===== config.mk =====
export PLATFORM = sky130hd
export DESIGN_NAME = kbs_top
export DESIGN_NICKNAME = d
export VERILOG_FILES = /design/src/kbs_pkg.sv /design/src/kbs_timer.sv /design/src/kbs_top.sv
export SDC_FILE = /design/constraint.sdc
export NUM_CORES = 1
export LEC_CHECK = 0
export BUFFER_PORTS_ARGS = -buffer_cell sky130_fd_sc_hd__buf_4
export CAP_MARGIN = 40
export CORE_MARGIN = 10
export CORE_UTILIZATION = 35
export CTS_CLUSTER_SIZE = 10
export DETAILED_ROUTE_END_ITERATION = 10
export REMOVE_ABC_BUFFERS = 1
export SLEW_MARGIN = 25
export SYNTH_ARGS = -nofsm -noshare
export SYNTH_HDL_FRONTEND = slang
export SYNTH_SLANG_ARGS = --single-unit

===== constraint.sdc =====
create_clock -name REF_CLK -period 2.2 [get_ports REF_CLK]
set_input_delay 0.44 -clock REF_CLK [delete_from_list [all_inputs] [get_ports REF_CLK]]
set_output_delay 0.44 -clock REF_CLK [all_outputs]
set_load 0.03 [all_outputs]

===== src/kbs_pkg.sv =====
// package for the keyboard switch and indicator block
package kbs_pkg;
    localparam int unsigned CLK_HZ       = 40_000_000;
    // mark is low, space is high on every logic data line
    localparam logic        MARK         = 1'b0;
    localparam logic        SPACE        = 1'b1;
    // space-detect minimum time
    localparam int unsigned SPACE_MS     = 5;
    localparam int unsigned SPACE_CYC    = (CLK_HZ / 1000) * SPACE_MS;
    // identifier release delay
    localparam int unsigned ID_REL_S     = 1;
    localparam int unsigned ID_REL_CYC   = CLK_HZ * ID_REL_S;
    // mark timeout range in seconds
    localparam int unsigned MARK_MIN_S   = 1;
    localparam int unsigned MARK_MAX_S   = 10;
    localparam int unsigned MARK_MAX_CYC = CLK_HZ * MARK_MAX_S;
    localparam int unsigned CNT_W        = 32;

    typedef enum logic [1:0] {
        KBS_RX,
        KBS_TX_DATA,
        KBS_TX_ID,
        KBS_ID_HOLD
    } kbs_state_t;

    typedef struct packed {
        logic mark_led;
        logic space_led;
        logic auto_led;
        logic loop_led;
        logic switch_led;
    } kbs_leds_t;
endpackage


===== src/kbs_timer.sv =====
// saturating run-length counter with a threshold compare
`timescale 1ns/10ps
module kbs_timer #(
    parameter int unsigned W = 32
) (
    input  wire logic         clk,
    input  wire logic         rst_n,
    input  wire logic         run,
    input  wire logic [W-1:0] limit,
    output logic              reached
);
    logic [W-1:0] cnt_q;
    logic [W-1:0] cnt_d;

    // count restarts whenever run drops, so only unbroken runs count
    assign cnt_d   = !run ? '0 : (cnt_q == limit) ? cnt_q : cnt_q + 1'b1;
    assign reached = run && (cnt_q == limit);

    always_ff @(posedge clk or negedge rst_n)
    begin
        if (!rst_n)
            cnt_q <= '0;
        else
            cnt_q <= cnt_d;
    end
endmodule


===== src/kbs_top.sv =====
// keyboard operated switch, data merge, gating and front-panel indicators
`timescale 1ns/10ps
module kbs_top #(
    parameter int unsigned SPACE_CYCLES = kbs_pkg::SPACE_CYC,
    parameter int unsigned IDREL_CYCLES = kbs_pkg::ID_REL_CYC,
    parameter int unsigned SEC_CYCLES   = kbs_pkg::CLK_HZ
) (
    input  wire logic                REF_CLK,
    input  wire logic                RST_N,
    input  wire logic                RS232_DATA_IN,
    input  wire logic                MIL188_DATA_IN,
    input  wire logic                KEYBOARD_DATA_IN,
    input  wire logic                MORSE_IDENTIFIER_KEY,
    input  wire logic [3:0]          MARK_TIMEOUT_SEC,
    input  wire logic                SLICER_DATA,
    input  wire logic                AUTOSTART_PASS,
    input  wire logic                AUTOSTART_ENABLE,
    input  wire logic                STANDBY_N,
    input  wire logic                MOTOR_REQUEST,
    input  wire logic                LOOP_SENSE,
    input  wire logic                INTERFACE_DRIVE,
    output logic                     LOCAL_DATA,
    output logic                     GATED_RX_DATA,
    output logic                     MOTOR_ON,
    output logic                     RS232_DATA_OUT,
    output logic                     MIL188_DATA_OUT,
    output logic                     TRANSMIT,
    output kbs_pkg::kbs_leds_t       LEDS
);
    kbs_pkg::kbs_state_t st_q;
    kbs_pkg::kbs_state_t st_d;
    logic                local_d;
    logic                in_space;
    logic                in_mark;
    logic                space_hit;
    logic                mark_hit;
    logic                idrel_hit;
    logic                id_closed;
    logic                tx;
    logic                gate_open;
    logic                gated_d;
    logic [3:0]          tmo_sec;
    logic [kbs_pkg::CNT_W-1:0] mark_limit;
    kbs_pkg::kbs_leds_t  leds_d;

    // a space on any source wins the line, like a wired-or of contacts
    assign local_d   = RS232_DATA_IN | MIL188_DATA_IN | KEYBOARD_DATA_IN;
    assign in_space  = (LOCAL_DATA == kbs_pkg::SPACE);
    assign in_mark   = (LOCAL_DATA == kbs_pkg::MARK);
    assign id_closed = MORSE_IDENTIFIER_KEY;

    // out-of-range setting is clamped rather than trusted
    assign tmo_sec = (MARK_TIMEOUT_SEC < 4'(kbs_pkg::MARK_MIN_S)) ? 4'(kbs_pkg::MARK_MIN_S) :
                     (MARK_TIMEOUT_SEC > 4'(kbs_pkg::MARK_MAX_S)) ? 4'(kbs_pkg::MARK_MAX_S) :
                     MARK_TIMEOUT_SEC;
    assign mark_limit = kbs_pkg::CNT_W'(SEC_CYCLES * tmo_sec - 1);

    kbs_timer #(.W(kbs_pkg::CNT_W)) u_space (
        .clk     (REF_CLK),
        .rst_n   (RST_N),
        .run     (in_space),
        .limit   (kbs_pkg::CNT_W'(SPACE_CYCLES - 1)),
        .reached (space_hit)
    );
    // the mark timer idles in receive, so a stale count never cuts a new transmit short
    kbs_timer #(.W(kbs_pkg::CNT_W)) u_mark (
        .clk     (REF_CLK),
        .rst_n   (RST_N),
        .run     (in_mark && tx),
        .limit   (mark_limit),
        .reached (mark_hit)
    );
    kbs_timer #(.W(kbs_pkg::CNT_W)) u_idrel (
        .clk     (REF_CLK),
        .rst_n   (RST_N),
        .run     (st_q == kbs_pkg::KBS_ID_HOLD && !id_closed),
        .limit   (kbs_pkg::CNT_W'(IDREL_CYCLES - 1)),
        .reached (idrel_hit)
    );

    always_comb
    begin
        st_d = st_q;
        case (st_q)
            kbs_pkg::KBS_RX:
            begin
                if (id_closed)
                    st_d = kbs_pkg::KBS_TX_ID;
                else if (space_hit)
                    st_d = kbs_pkg::KBS_TX_DATA;
            end
            kbs_pkg::KBS_TX_DATA:
            begin
                if (id_closed)
                    st_d = kbs_pkg::KBS_TX_ID;
                else if (mark_hit)
                    st_d = kbs_pkg::KBS_RX;
            end
            kbs_pkg::KBS_TX_ID:
            begin
                if (!id_closed)
                    st_d = kbs_pkg::KBS_ID_HOLD;
            end
            kbs_pkg::KBS_ID_HOLD:
            begin
                // a full space run during the hold hands over to the data timeout
                if (id_closed)
                    st_d = kbs_pkg::KBS_TX_ID;
                else if (space_hit)
                    st_d = kbs_pkg::KBS_TX_DATA;
                else if (idrel_hit)
                    st_d = kbs_pkg::KBS_RX;
            end
            default:
                st_d = kbs_pkg::KBS_RX;
        endcase
    end

    // standby and a closed autostart gate both hold the printer at mark
    assign tx        = (st_q != kbs_pkg::KBS_RX);
    assign gate_open = AUTOSTART_PASS || !AUTOSTART_ENABLE;
    assign gated_d   = (tx || !STANDBY_N || !gate_open) ? kbs_pkg::MARK : SLICER_DATA;
    assign leds_d.mark_led  = (SLICER_DATA == kbs_pkg::MARK);
    assign leds_d.space_led = (gated_d == kbs_pkg::SPACE);
    assign leds_d.auto_led  = gate_open;
    assign leds_d.loop_led  = (LOOP_SENSE == kbs_pkg::MARK);
    assign leds_d.switch_led = (st_d != kbs_pkg::KBS_RX);

    always_ff @(posedge REF_CLK or negedge RST_N)
    begin
        if (!RST_N)
        begin
            st_q            <= kbs_pkg::KBS_RX;
            LOCAL_DATA      <= kbs_pkg::MARK;
            GATED_RX_DATA   <= kbs_pkg::MARK;
            MOTOR_ON        <= 1'b0;
            RS232_DATA_OUT  <= kbs_pkg::MARK;
            MIL188_DATA_OUT <= kbs_pkg::MARK;
            TRANSMIT        <= 1'b0;
            LEDS            <= '0;
        end
        else
        begin
            st_q            <= st_d;
            LOCAL_DATA      <= local_d;
            GATED_RX_DATA   <= gated_d;
            MOTOR_ON        <= tx || !STANDBY_N || MOTOR_REQUEST;
            RS232_DATA_OUT  <= INTERFACE_DRIVE;
            MIL188_DATA_OUT <= INTERFACE_DRIVE;
            TRANSMIT        <= (st_d != kbs_pkg::KBS_RX);
            LEDS            <= leds_d;
        end
    end

    a_space_enters_tx: assert property (@(posedge REF_CLK) disable iff (!RST_N)
        (st_q == kbs_pkg::KBS_RX && !id_closed && space_hit) |=> TRANSMIT)
        else $error("space run did not start transmit");
    a_id_enters_tx: assert property (@(posedge REF_CLK) disable iff (!RST_N)
        id_closed |=> TRANSMIT)
        else $error("identifier key did not start transmit");
    a_no_early_tx: assert property (@(posedge REF_CLK) disable iff (!RST_N)
        (st_q == kbs_pkg::KBS_RX && !id_closed && !space_hit) |=> !TRANSMIT)
        else $error("transmit without trigger");
    a_mark_timeout_rx: assert property (@(posedge REF_CLK) disable iff (!RST_N)
        (st_q == kbs_pkg::KBS_TX_DATA && mark_hit && !id_closed) |=> !TRANSMIT)
        else $error("mark timeout did not return receive");
    a_id_release_rx: assert property (@(posedge REF_CLK) disable iff (!RST_N)
        (st_q == kbs_pkg::KBS_ID_HOLD && idrel_hit && !id_closed && !space_hit) |=> !TRANSMIT)
        else $error("identifier release did not return receive");
    a_tx_gates_data: assert property (@(posedge REF_CLK) disable iff (!RST_N)
        tx |=> (GATED_RX_DATA == kbs_pkg::MARK) && MOTOR_ON)
        else $error("receive data not held mark in transmit");
    a_iface_follow: assert property (@(posedge REF_CLK) disable iff (!RST_N)
        RST_N |=> (RS232_DATA_OUT == $past(INTERFACE_DRIVE)) && (MIL188_DATA_OUT == $past(INTERFACE_DRIVE)))
        else $error("interface outputs do not follow drive");
    a_local_merge: assert property (@(posedge REF_CLK) disable iff (!RST_N)
        (RS232_DATA_IN || MIL188_DATA_IN || KEYBOARD_DATA_IN) |=> LOCAL_DATA == kbs_pkg::SPACE)
        else $error("space on a source lost from local data");
    a_switch_lamp: assert property (@(posedge REF_CLK) disable iff (!RST_N)
        (LEDS.switch_led == tx) && (TRANSMIT == tx))
        else $error("switch lamp disagrees with transmit");
    // pin checks against $past inputs skip the edge that leaves reset, whose outputs still hold reset values
    a_mark_lamp: assert property (@(posedge REF_CLK) disable iff (!RST_N)
        RST_N |=> LEDS.mark_led == ($past(SLICER_DATA) == kbs_pkg::MARK))
        else $error("mark lamp wrong");
    a_space_lamp: assert property (@(posedge REF_CLK) disable iff (!RST_N)
        LEDS.space_led == (GATED_RX_DATA == kbs_pkg::SPACE))
        else $error("space lamp disagrees with gated data");
    a_auto_lamp: assert property (@(posedge REF_CLK) disable iff (!RST_N)
        RST_N |=> LEDS.auto_led == ($past(AUTOSTART_PASS) || !$past(AUTOSTART_ENABLE)))
        else $error("autostart lamp wrong");
    a_loop_lamp: assert property (@(posedge REF_CLK) disable iff (!RST_N)
        RST_N |=> LEDS.loop_led == ($past(LOOP_SENSE) == kbs_pkg::MARK))
        else $error("loop lamp wrong");

    c_tx_data: cover property (@(posedge REF_CLK) disable iff (!RST_N)
        st_q == kbs_pkg::KBS_RX ##1 st_q == kbs_pkg::KBS_TX_DATA);
    c_tx_id: cover property (@(posedge REF_CLK) disable iff (!RST_N)
        st_q == kbs_pkg::KBS_TX_ID ##1 st_q == kbs_pkg::KBS_ID_HOLD);
    c_id_rx: cover property (@(posedge REF_CLK) disable iff (!RST_N)
        st_q == kbs_pkg::KBS_ID_HOLD ##1 st_q == kbs_pkg::KBS_RX);
    c_mark_rx: cover property (@(posedge REF_CLK) disable iff (!RST_N)
        st_q == kbs_pkg::KBS_TX_DATA ##1 st_q == kbs_pkg::KBS_RX);
    c_hold_data: cover property (@(posedge REF_CLK) disable iff (!RST_N)
        st_q == kbs_pkg::KBS_ID_HOLD ##1 st_q == kbs_pkg::KBS_TX_DATA);
endmodule


# Yosys cells after proc, flatten, opt, wreduce, memory -nomap -nowiden
# Index checks and enable logic that the tools add are counted.
[totals] register_bits=106 in_bits=17 output_inout_bits=11 wordCells=67
[classes] addsub=4 n_mul=1 magnitude_cmp=2 n_eq_ne=9 n_mux=18 bitwise_logic=5 reduce_logical=16
[ops] cell="$mux 32" count=6
[ops] cell="$add 32x1->32 const B" count=3
[ops] cell="$eq 32x18->1 const B" count=1
[ops] cell="$eq 32x26->1 const B" count=1
[ops] cell="$eq 32x32->1" count=1
[ops] cell="$sub 30x1->31 const B" count=1
[ops] cell="$mul 17x4->21 const A" count=1
[ops] cell="$mux 2" count=8
[ops] cell="$mux 4" count=2
[ops] cell="$pmux 2 s4" count=1
[ops] cell="$ne 2x2->1 const B" count=3
[ops] cell="$logic_and 1x1->1" count=5
[ops] cell="$eq 2x2->1 const B" count=2
[ops] cell="$gt 4x4->1 const B" count=1
[ops] cell="$logic_not 1->1" count=4
[ops] cell="$logic_or 1x1->1" count=4
[ops] cell="$lt 4x1->1 const B" count=1
[ops] cell="$reduce_bool 2->1" count=2
[ops] cell="$not 1->1" count=3
[ops] cell="$eq 2x1->1 const B" count=1
[ops] cell="$logic_not 2->1" count=1
[ops] cell="$or 1x1->1" count=2
[ops] cell="$mux 1" count=1

# Longest topological paths before layout
[logic_depth] depth_word=11 mapped_depth=21 mapped_depth_nobuf=19

# Hierarchy
# Synthesis repeated with hierarchy kept, for this count alone.
[unflattened] hier_cells=965 hier_area_um2=8239.2
[modules_own_cells] mod="kbs_timer" instances=3 cells_per_inst=262 area_each_um2=2248.4 seq_area_each_um2=800.8
[modules_own_cells] mod="kbs_top" instances=1 cells_per_inst=179 area_each_um2=1493.9 seq_area_each_um2=250.2

# Worst setup path before layout
# OpenSTA, ideal clock, no wires.
[synth_path] path_kind="input -> register" start="input port MARK_TIMEOUT_SEC[3]" end="register u_mark.cnt_q[5]" setup_ns=0.078 arrival_ns=4.604 required_ns=2.122 slack_ns=-2.482 stages=19 n_path_buf=1 cell_sequence="a21oi_1 > inv_1 > ha_1 > ha_1 > ha_1 > inv_1 > fa_1 > nand2b_1 > a211oi_2 > o21ai_0 > a21boi_2 > nand3_1 > and4_1 > o31a_1 > and4_4 > and4_4 > buf_6 > or4_1 > a21oi_1"
[synth_via] elab_chain_len=7 word_cells_on_any_way=8 classes_between="1 x add/sub; 1 x mul; 2 x order compare; 2 x eq/ne; 2 x mux"
[synth_lines] element="start, declared" line="kbs_top.sv:14" text="input wire logic [3:0] MARK_TIMEOUT_SEC,"
[synth_lines] element="$gt 4x4->1" line="kbs_top.sv:54" text="(MARK_TIMEOUT_SEC > 4'(kbs_pkg::MARK_MAX_S)) ? 4'(kbs_pkg::MARK_MAX_S) :"
[synth_lines] element="$mux 4" line="kbs_top.sv:54"
[synth_lines] element="$mux 4 *" line="kbs_top.sv:53" text="assign tmo_sec = (MARK_TIMEOUT_SEC < 4'(kbs_pkg::MARK_MIN_S)) ? 4'(kbs_pkg::MARK_MIN_S) :"
[synth_lines] element="$mul 17x4->21 *" line="kbs_top.sv:56" text="assign mark_limit = kbs_pkg::CNT_W'(SEC_CYCLES * tmo_sec - 1);"
[synth_lines] element="$sub 30x1->31 *" line="kbs_top.sv:56"
[synth_lines] element="$eq 32x32->1 *" line="kbs_timer.sv:16" text="assign cnt_d = !run ? '0 : (cnt_q == limit) ? cnt_q : cnt_q + 1'b1;"
[synth_lines] element="$ne 2x2->1 (no source line) *"
[synth_lines] element="end signal, assigned" line="kbs_timer.sv:24" text="cnt_q <= cnt_d;"
[synth_lines] element="end, declared" line="kbs_timer.sv:12" text="logic [W-1:0] cnt_q;"
# Mark *: on every way between the ends. The rest lies on a longest branch, timed or not.
# A chain may end at the register's enable or synchronous reset.

# Worst setup path in the final report
[layout_path] start="input port MARK_TIMEOUT_SEC[3]" end="register u_mark.cnt_q[17]"
# The elaborated chain is that of the path after synthesis.

==> results.md <==
- WL final: 17.6 mm
- Final worst-path cycle share: 2.03
- GPL Wtd Cong: slightly above 0.8
- Switching Fraction: 0.279
- Die area: 0.0255 sq mm
- Syn Std Cell Area: roughly 0.007 sq mm
- Routed length per instance: ~14 um
- Worst hold slack: between 0.06 and 0.07 ns
- Total Neg Setup Slack: -66.23 ns
- Std cell rows: 50
- Chip height: between 150 and 200 um
- Clock root cell: clkbuf_16
- Worst Tran Pin Value: between 0.6 and 0.7 ns
- CTS H-tree lvls: 3
- Initial DRC Count: 289
- Clock network power share: 0.337
- Layout cells sized above 1: 0.356
- Hold Violations, Final: 0
- Tmin final: 4.47 ns
- EDFF count, synth: 0
- Fmax: about 220 MHz
- Congestion Overflow GR: 0
- Setup violators final: 33
- Synth cell count leaders: 106 x dfrtp_1, 72 x nor2_1, 67 x nand2_1
- Crit. End Element: flip-flop
- Synth Instances: 747
- Final core occ: 0.513
- Unrepaired setup endpoints after global routing: yes
- Hold Path Class: primary input to asynchronous set/reset pin
- Max-slew headroom: 0.567
- Yosys top cell by area: dfrtp_1
- Synthesis Warnings: 0
- Max_cap viols: 0
- Most common cell in the synthesized netlist: dfrtp_1
- Critical path peak fanout: 7
- Power per cell area: 515 mW/mm^2
- Combinational share of power: 0.257
- CP Launch Type: primary input
- Dominant cells by area after synthesis: dfrtp_1 39%, xnor2_1 7.1%, ha_1 4.8%, xor2_1 4.2%, nor2_1 4.0%
- Final Cell Area: 0.00972 sq mm
- Drt pass-1 iters: 5
- Placeable Area: about 0.019 sq mm
- Clock-pin slew on the worst setup and hold paths: 0.07 ns
- Worst setup margin: -2.27 ns
- Total GRT Usage: 0.133
- CTS Buf Count: 9
- CTS tree: done
- Initial antenna violation count: 0
- DP Wirelength: approximately 12 mm
- Worst IR Drop VDD: approximately 0.47 mV
- Async SR Flop Fraction: 1.00
- Yosys top cell area share: 0.389
- Die width: about 160 um
- Max Slew Vio Count: 0
- Worst Path Required: 2.43 ns
- NetSw: roughly 1.4 mW
- Placed standard-cell area: around 0.0084 sq mm
- N_diodes: 0
- Vias/cell: 5.10
- Netlist cell types: 72
- P&R area growth vs syn: 42.6%
- Final nets: 1000
- Clock tree sinks: 106
- Routed Antenna Nets: 0
- Skew-Pair Late Insertion Delay: roughly 0.35 ns
- Hold buffers post-CTS: 0
- Arrival time of the worst setup path: approximately 4.7 ns
- Internal power: 3.61 mW
- Largest net degree at the start of global routing: 42
- Ys flop type: dfrtp_1
- Flops & latches, synth: between 100 and 150
- Starting Density: 0.360
- Reg power frac: 0.406
- Critical path class: primary input to flip-flop
- Vias in the first global route: 5975
- Status: finished, violations left
- R2R cell count: 9
- Sequential-to-total area share from yosys stat: 0.389
- Vias: 6220
- Layout Skew: 0.00753 ns
- Maximum root-to-sink buffer count: 2
- # IOs: 28
- Avg Cell Area, Syn: just over 9 sq um
- Failing checks: setup timing
- Leakage: approximately 4.1 nW
- Residual DRC: 0
- Port bufs: 27
- First-pass GRT wire length: around 29 mm
critical path: stages:
cell	delay [ns]
buf_6	0.10
buf_6	0.12
nor2_4	0.16
ha_4	0.23
fa_1	0.59
ha_4	0.20
a211oi_4	0.04
buf_6	0.14
or3b_4	0.38
a21o_4	0.24
nor3_4	0.18
buf_4	0.15
xnor2_1	0.06
or3_1	0.36
a211oi_2	0.21
and4_4	0.28
and4_4	0.32
buf_4	0.15
nor3_4	0.03
mux2_4	0.30
registers in the layout, summed over array words and instances (netlist names):
name,count
MIL188_DATA_OUT,1
LOCAL_DATA,1
LEDS,5
st_q,2
u_idrel.cnt_q,32
u_mark.cnt_q,32
u_space.cnt_q,32
MOTOR_ON,1
layout by cell type, fill, tap and decap left out, types with 5 or more instances in the layout:
master / instances
o21ai_2: 5
and2_1: 28
dfrtp_1: 106
nor2_2: 6
nor4_1: 12
ha_4: 6
nand3_1: 42
mux2i_1: 6
or3_1: 23
o21ai_0: 16
xor2_1: 33
or4_4: 5
xnor2_1: 51
and3_1: 11
and3_4: 5
nor4_4: 5
o31ai_1: 5
o211ai_1: 6
inv_1: 21
nor3_1: 12
nand4_1: 20
a21oi_1: 16
nand2_1: 63
nor2_4: 6
and4_1: 8
buf_4: 195
buf_6: 17
nor2_1: 61
clkbuf_16: 9
ha_1: 20
a21oi_2: 10
through the flow:
stage	power, mW	cells	setup slack [ns]
global route	5.26	1220	-2.41
CTS	4.96	1207	-2.15
global placement	3.12	1160	-2.60
detailed placement	3.13	1160	-2.72
floorplan	2.62	726	-2.54
finish	5.00	1220	-2.27
worst paths after layout:
| check | from | slack (ns) | endpoint |
|---|---|---|---|
| setup reg to reg | u_mark.cnt_q[11]$_DFFE_PN0N_ | -0.40 | u_mark.cnt_q[17]$_DFFE_PN0N_ |
| hold / removal | RST_N | 0.06 | LEDS[2]$_DFF_PN0_ |
| min in group REF_CLK | INTERFACE_DRIVE | 0.20 | MIL188_DATA_OUT$_DFF_PN0_ |
| hold reg to reg | u_mark.cnt_q[28]$_DFFE_PN0N_ | 0.53 | u_mark.cnt_q[28]$_DFFE_PN0N_ |
| max in group asynchronous | RST_N | 1.55 | u_mark.cnt_q[29]$_DFFE_PN0N_ |
| setup / recovery | MARK_TIMEOUT_SEC[3] | -2.27 | u_mark.cnt_q[17]$_DFFE_PN0N_ |
power groups by stage:
stage | Clock [mW] | Sequential, mW | Combinational [mW]
after floorplan | 0 | 2.08 | 0.533
after global routing | 1.81 | 2.03 | 1.42
after CTS | 1.72 | 2.03 | 1.21
after detailed placement | 0 | 2.07 | 1.06
after global placement | 0 | 2.07 | 1.05
final | 1.69 | 2.03 | 1.29
cell type report:
cell class | instances | area [sq um]
inverters | 26 | 100
well taps | 260 | 325
repair buffers | 217 | 1740
clock inverters | 5 | 61.3
flip-flops and latches | 106 | 2650
fillers | 1711 | 9230
clock buffers | 11 | 253
multi-input cells | 595 | 4590
repair_timing:
item	4_1_cts	5_1_grt
cloned	3	0
gates resized for setup	68	79
endpoints found under the setup margin	38	49
pin swaps	36	42
buffers inserted	28	14
routing by layer:
metal	global-route usage	part of all wire
met1	0.188	0.49
met2	0.210	0.47
met3	0.0170	0.031
met4	0.0316	0.013
met5	0	0
cells by family (layout without fill, tap and decap cells):
| group | Yosys count | in the layout | share of synthesized area |
|---|---|---|---|
| compound gates | 105 | 105 | 0.105 |
| xor+xnor | 91 | 91 | 0.122 |
| buf+inv | 47 | 259 | 0.0301 |
| flops | 106 | 106 | 0.389 |
| fa+ha+maj | 29 | 29 | 0.0552 |
| mux | 9 | 9 | 0.0141 |
| simple gates | 360 | 361 | 0.284 |
No activity file was read; power rests on OpenSTA's default activity.
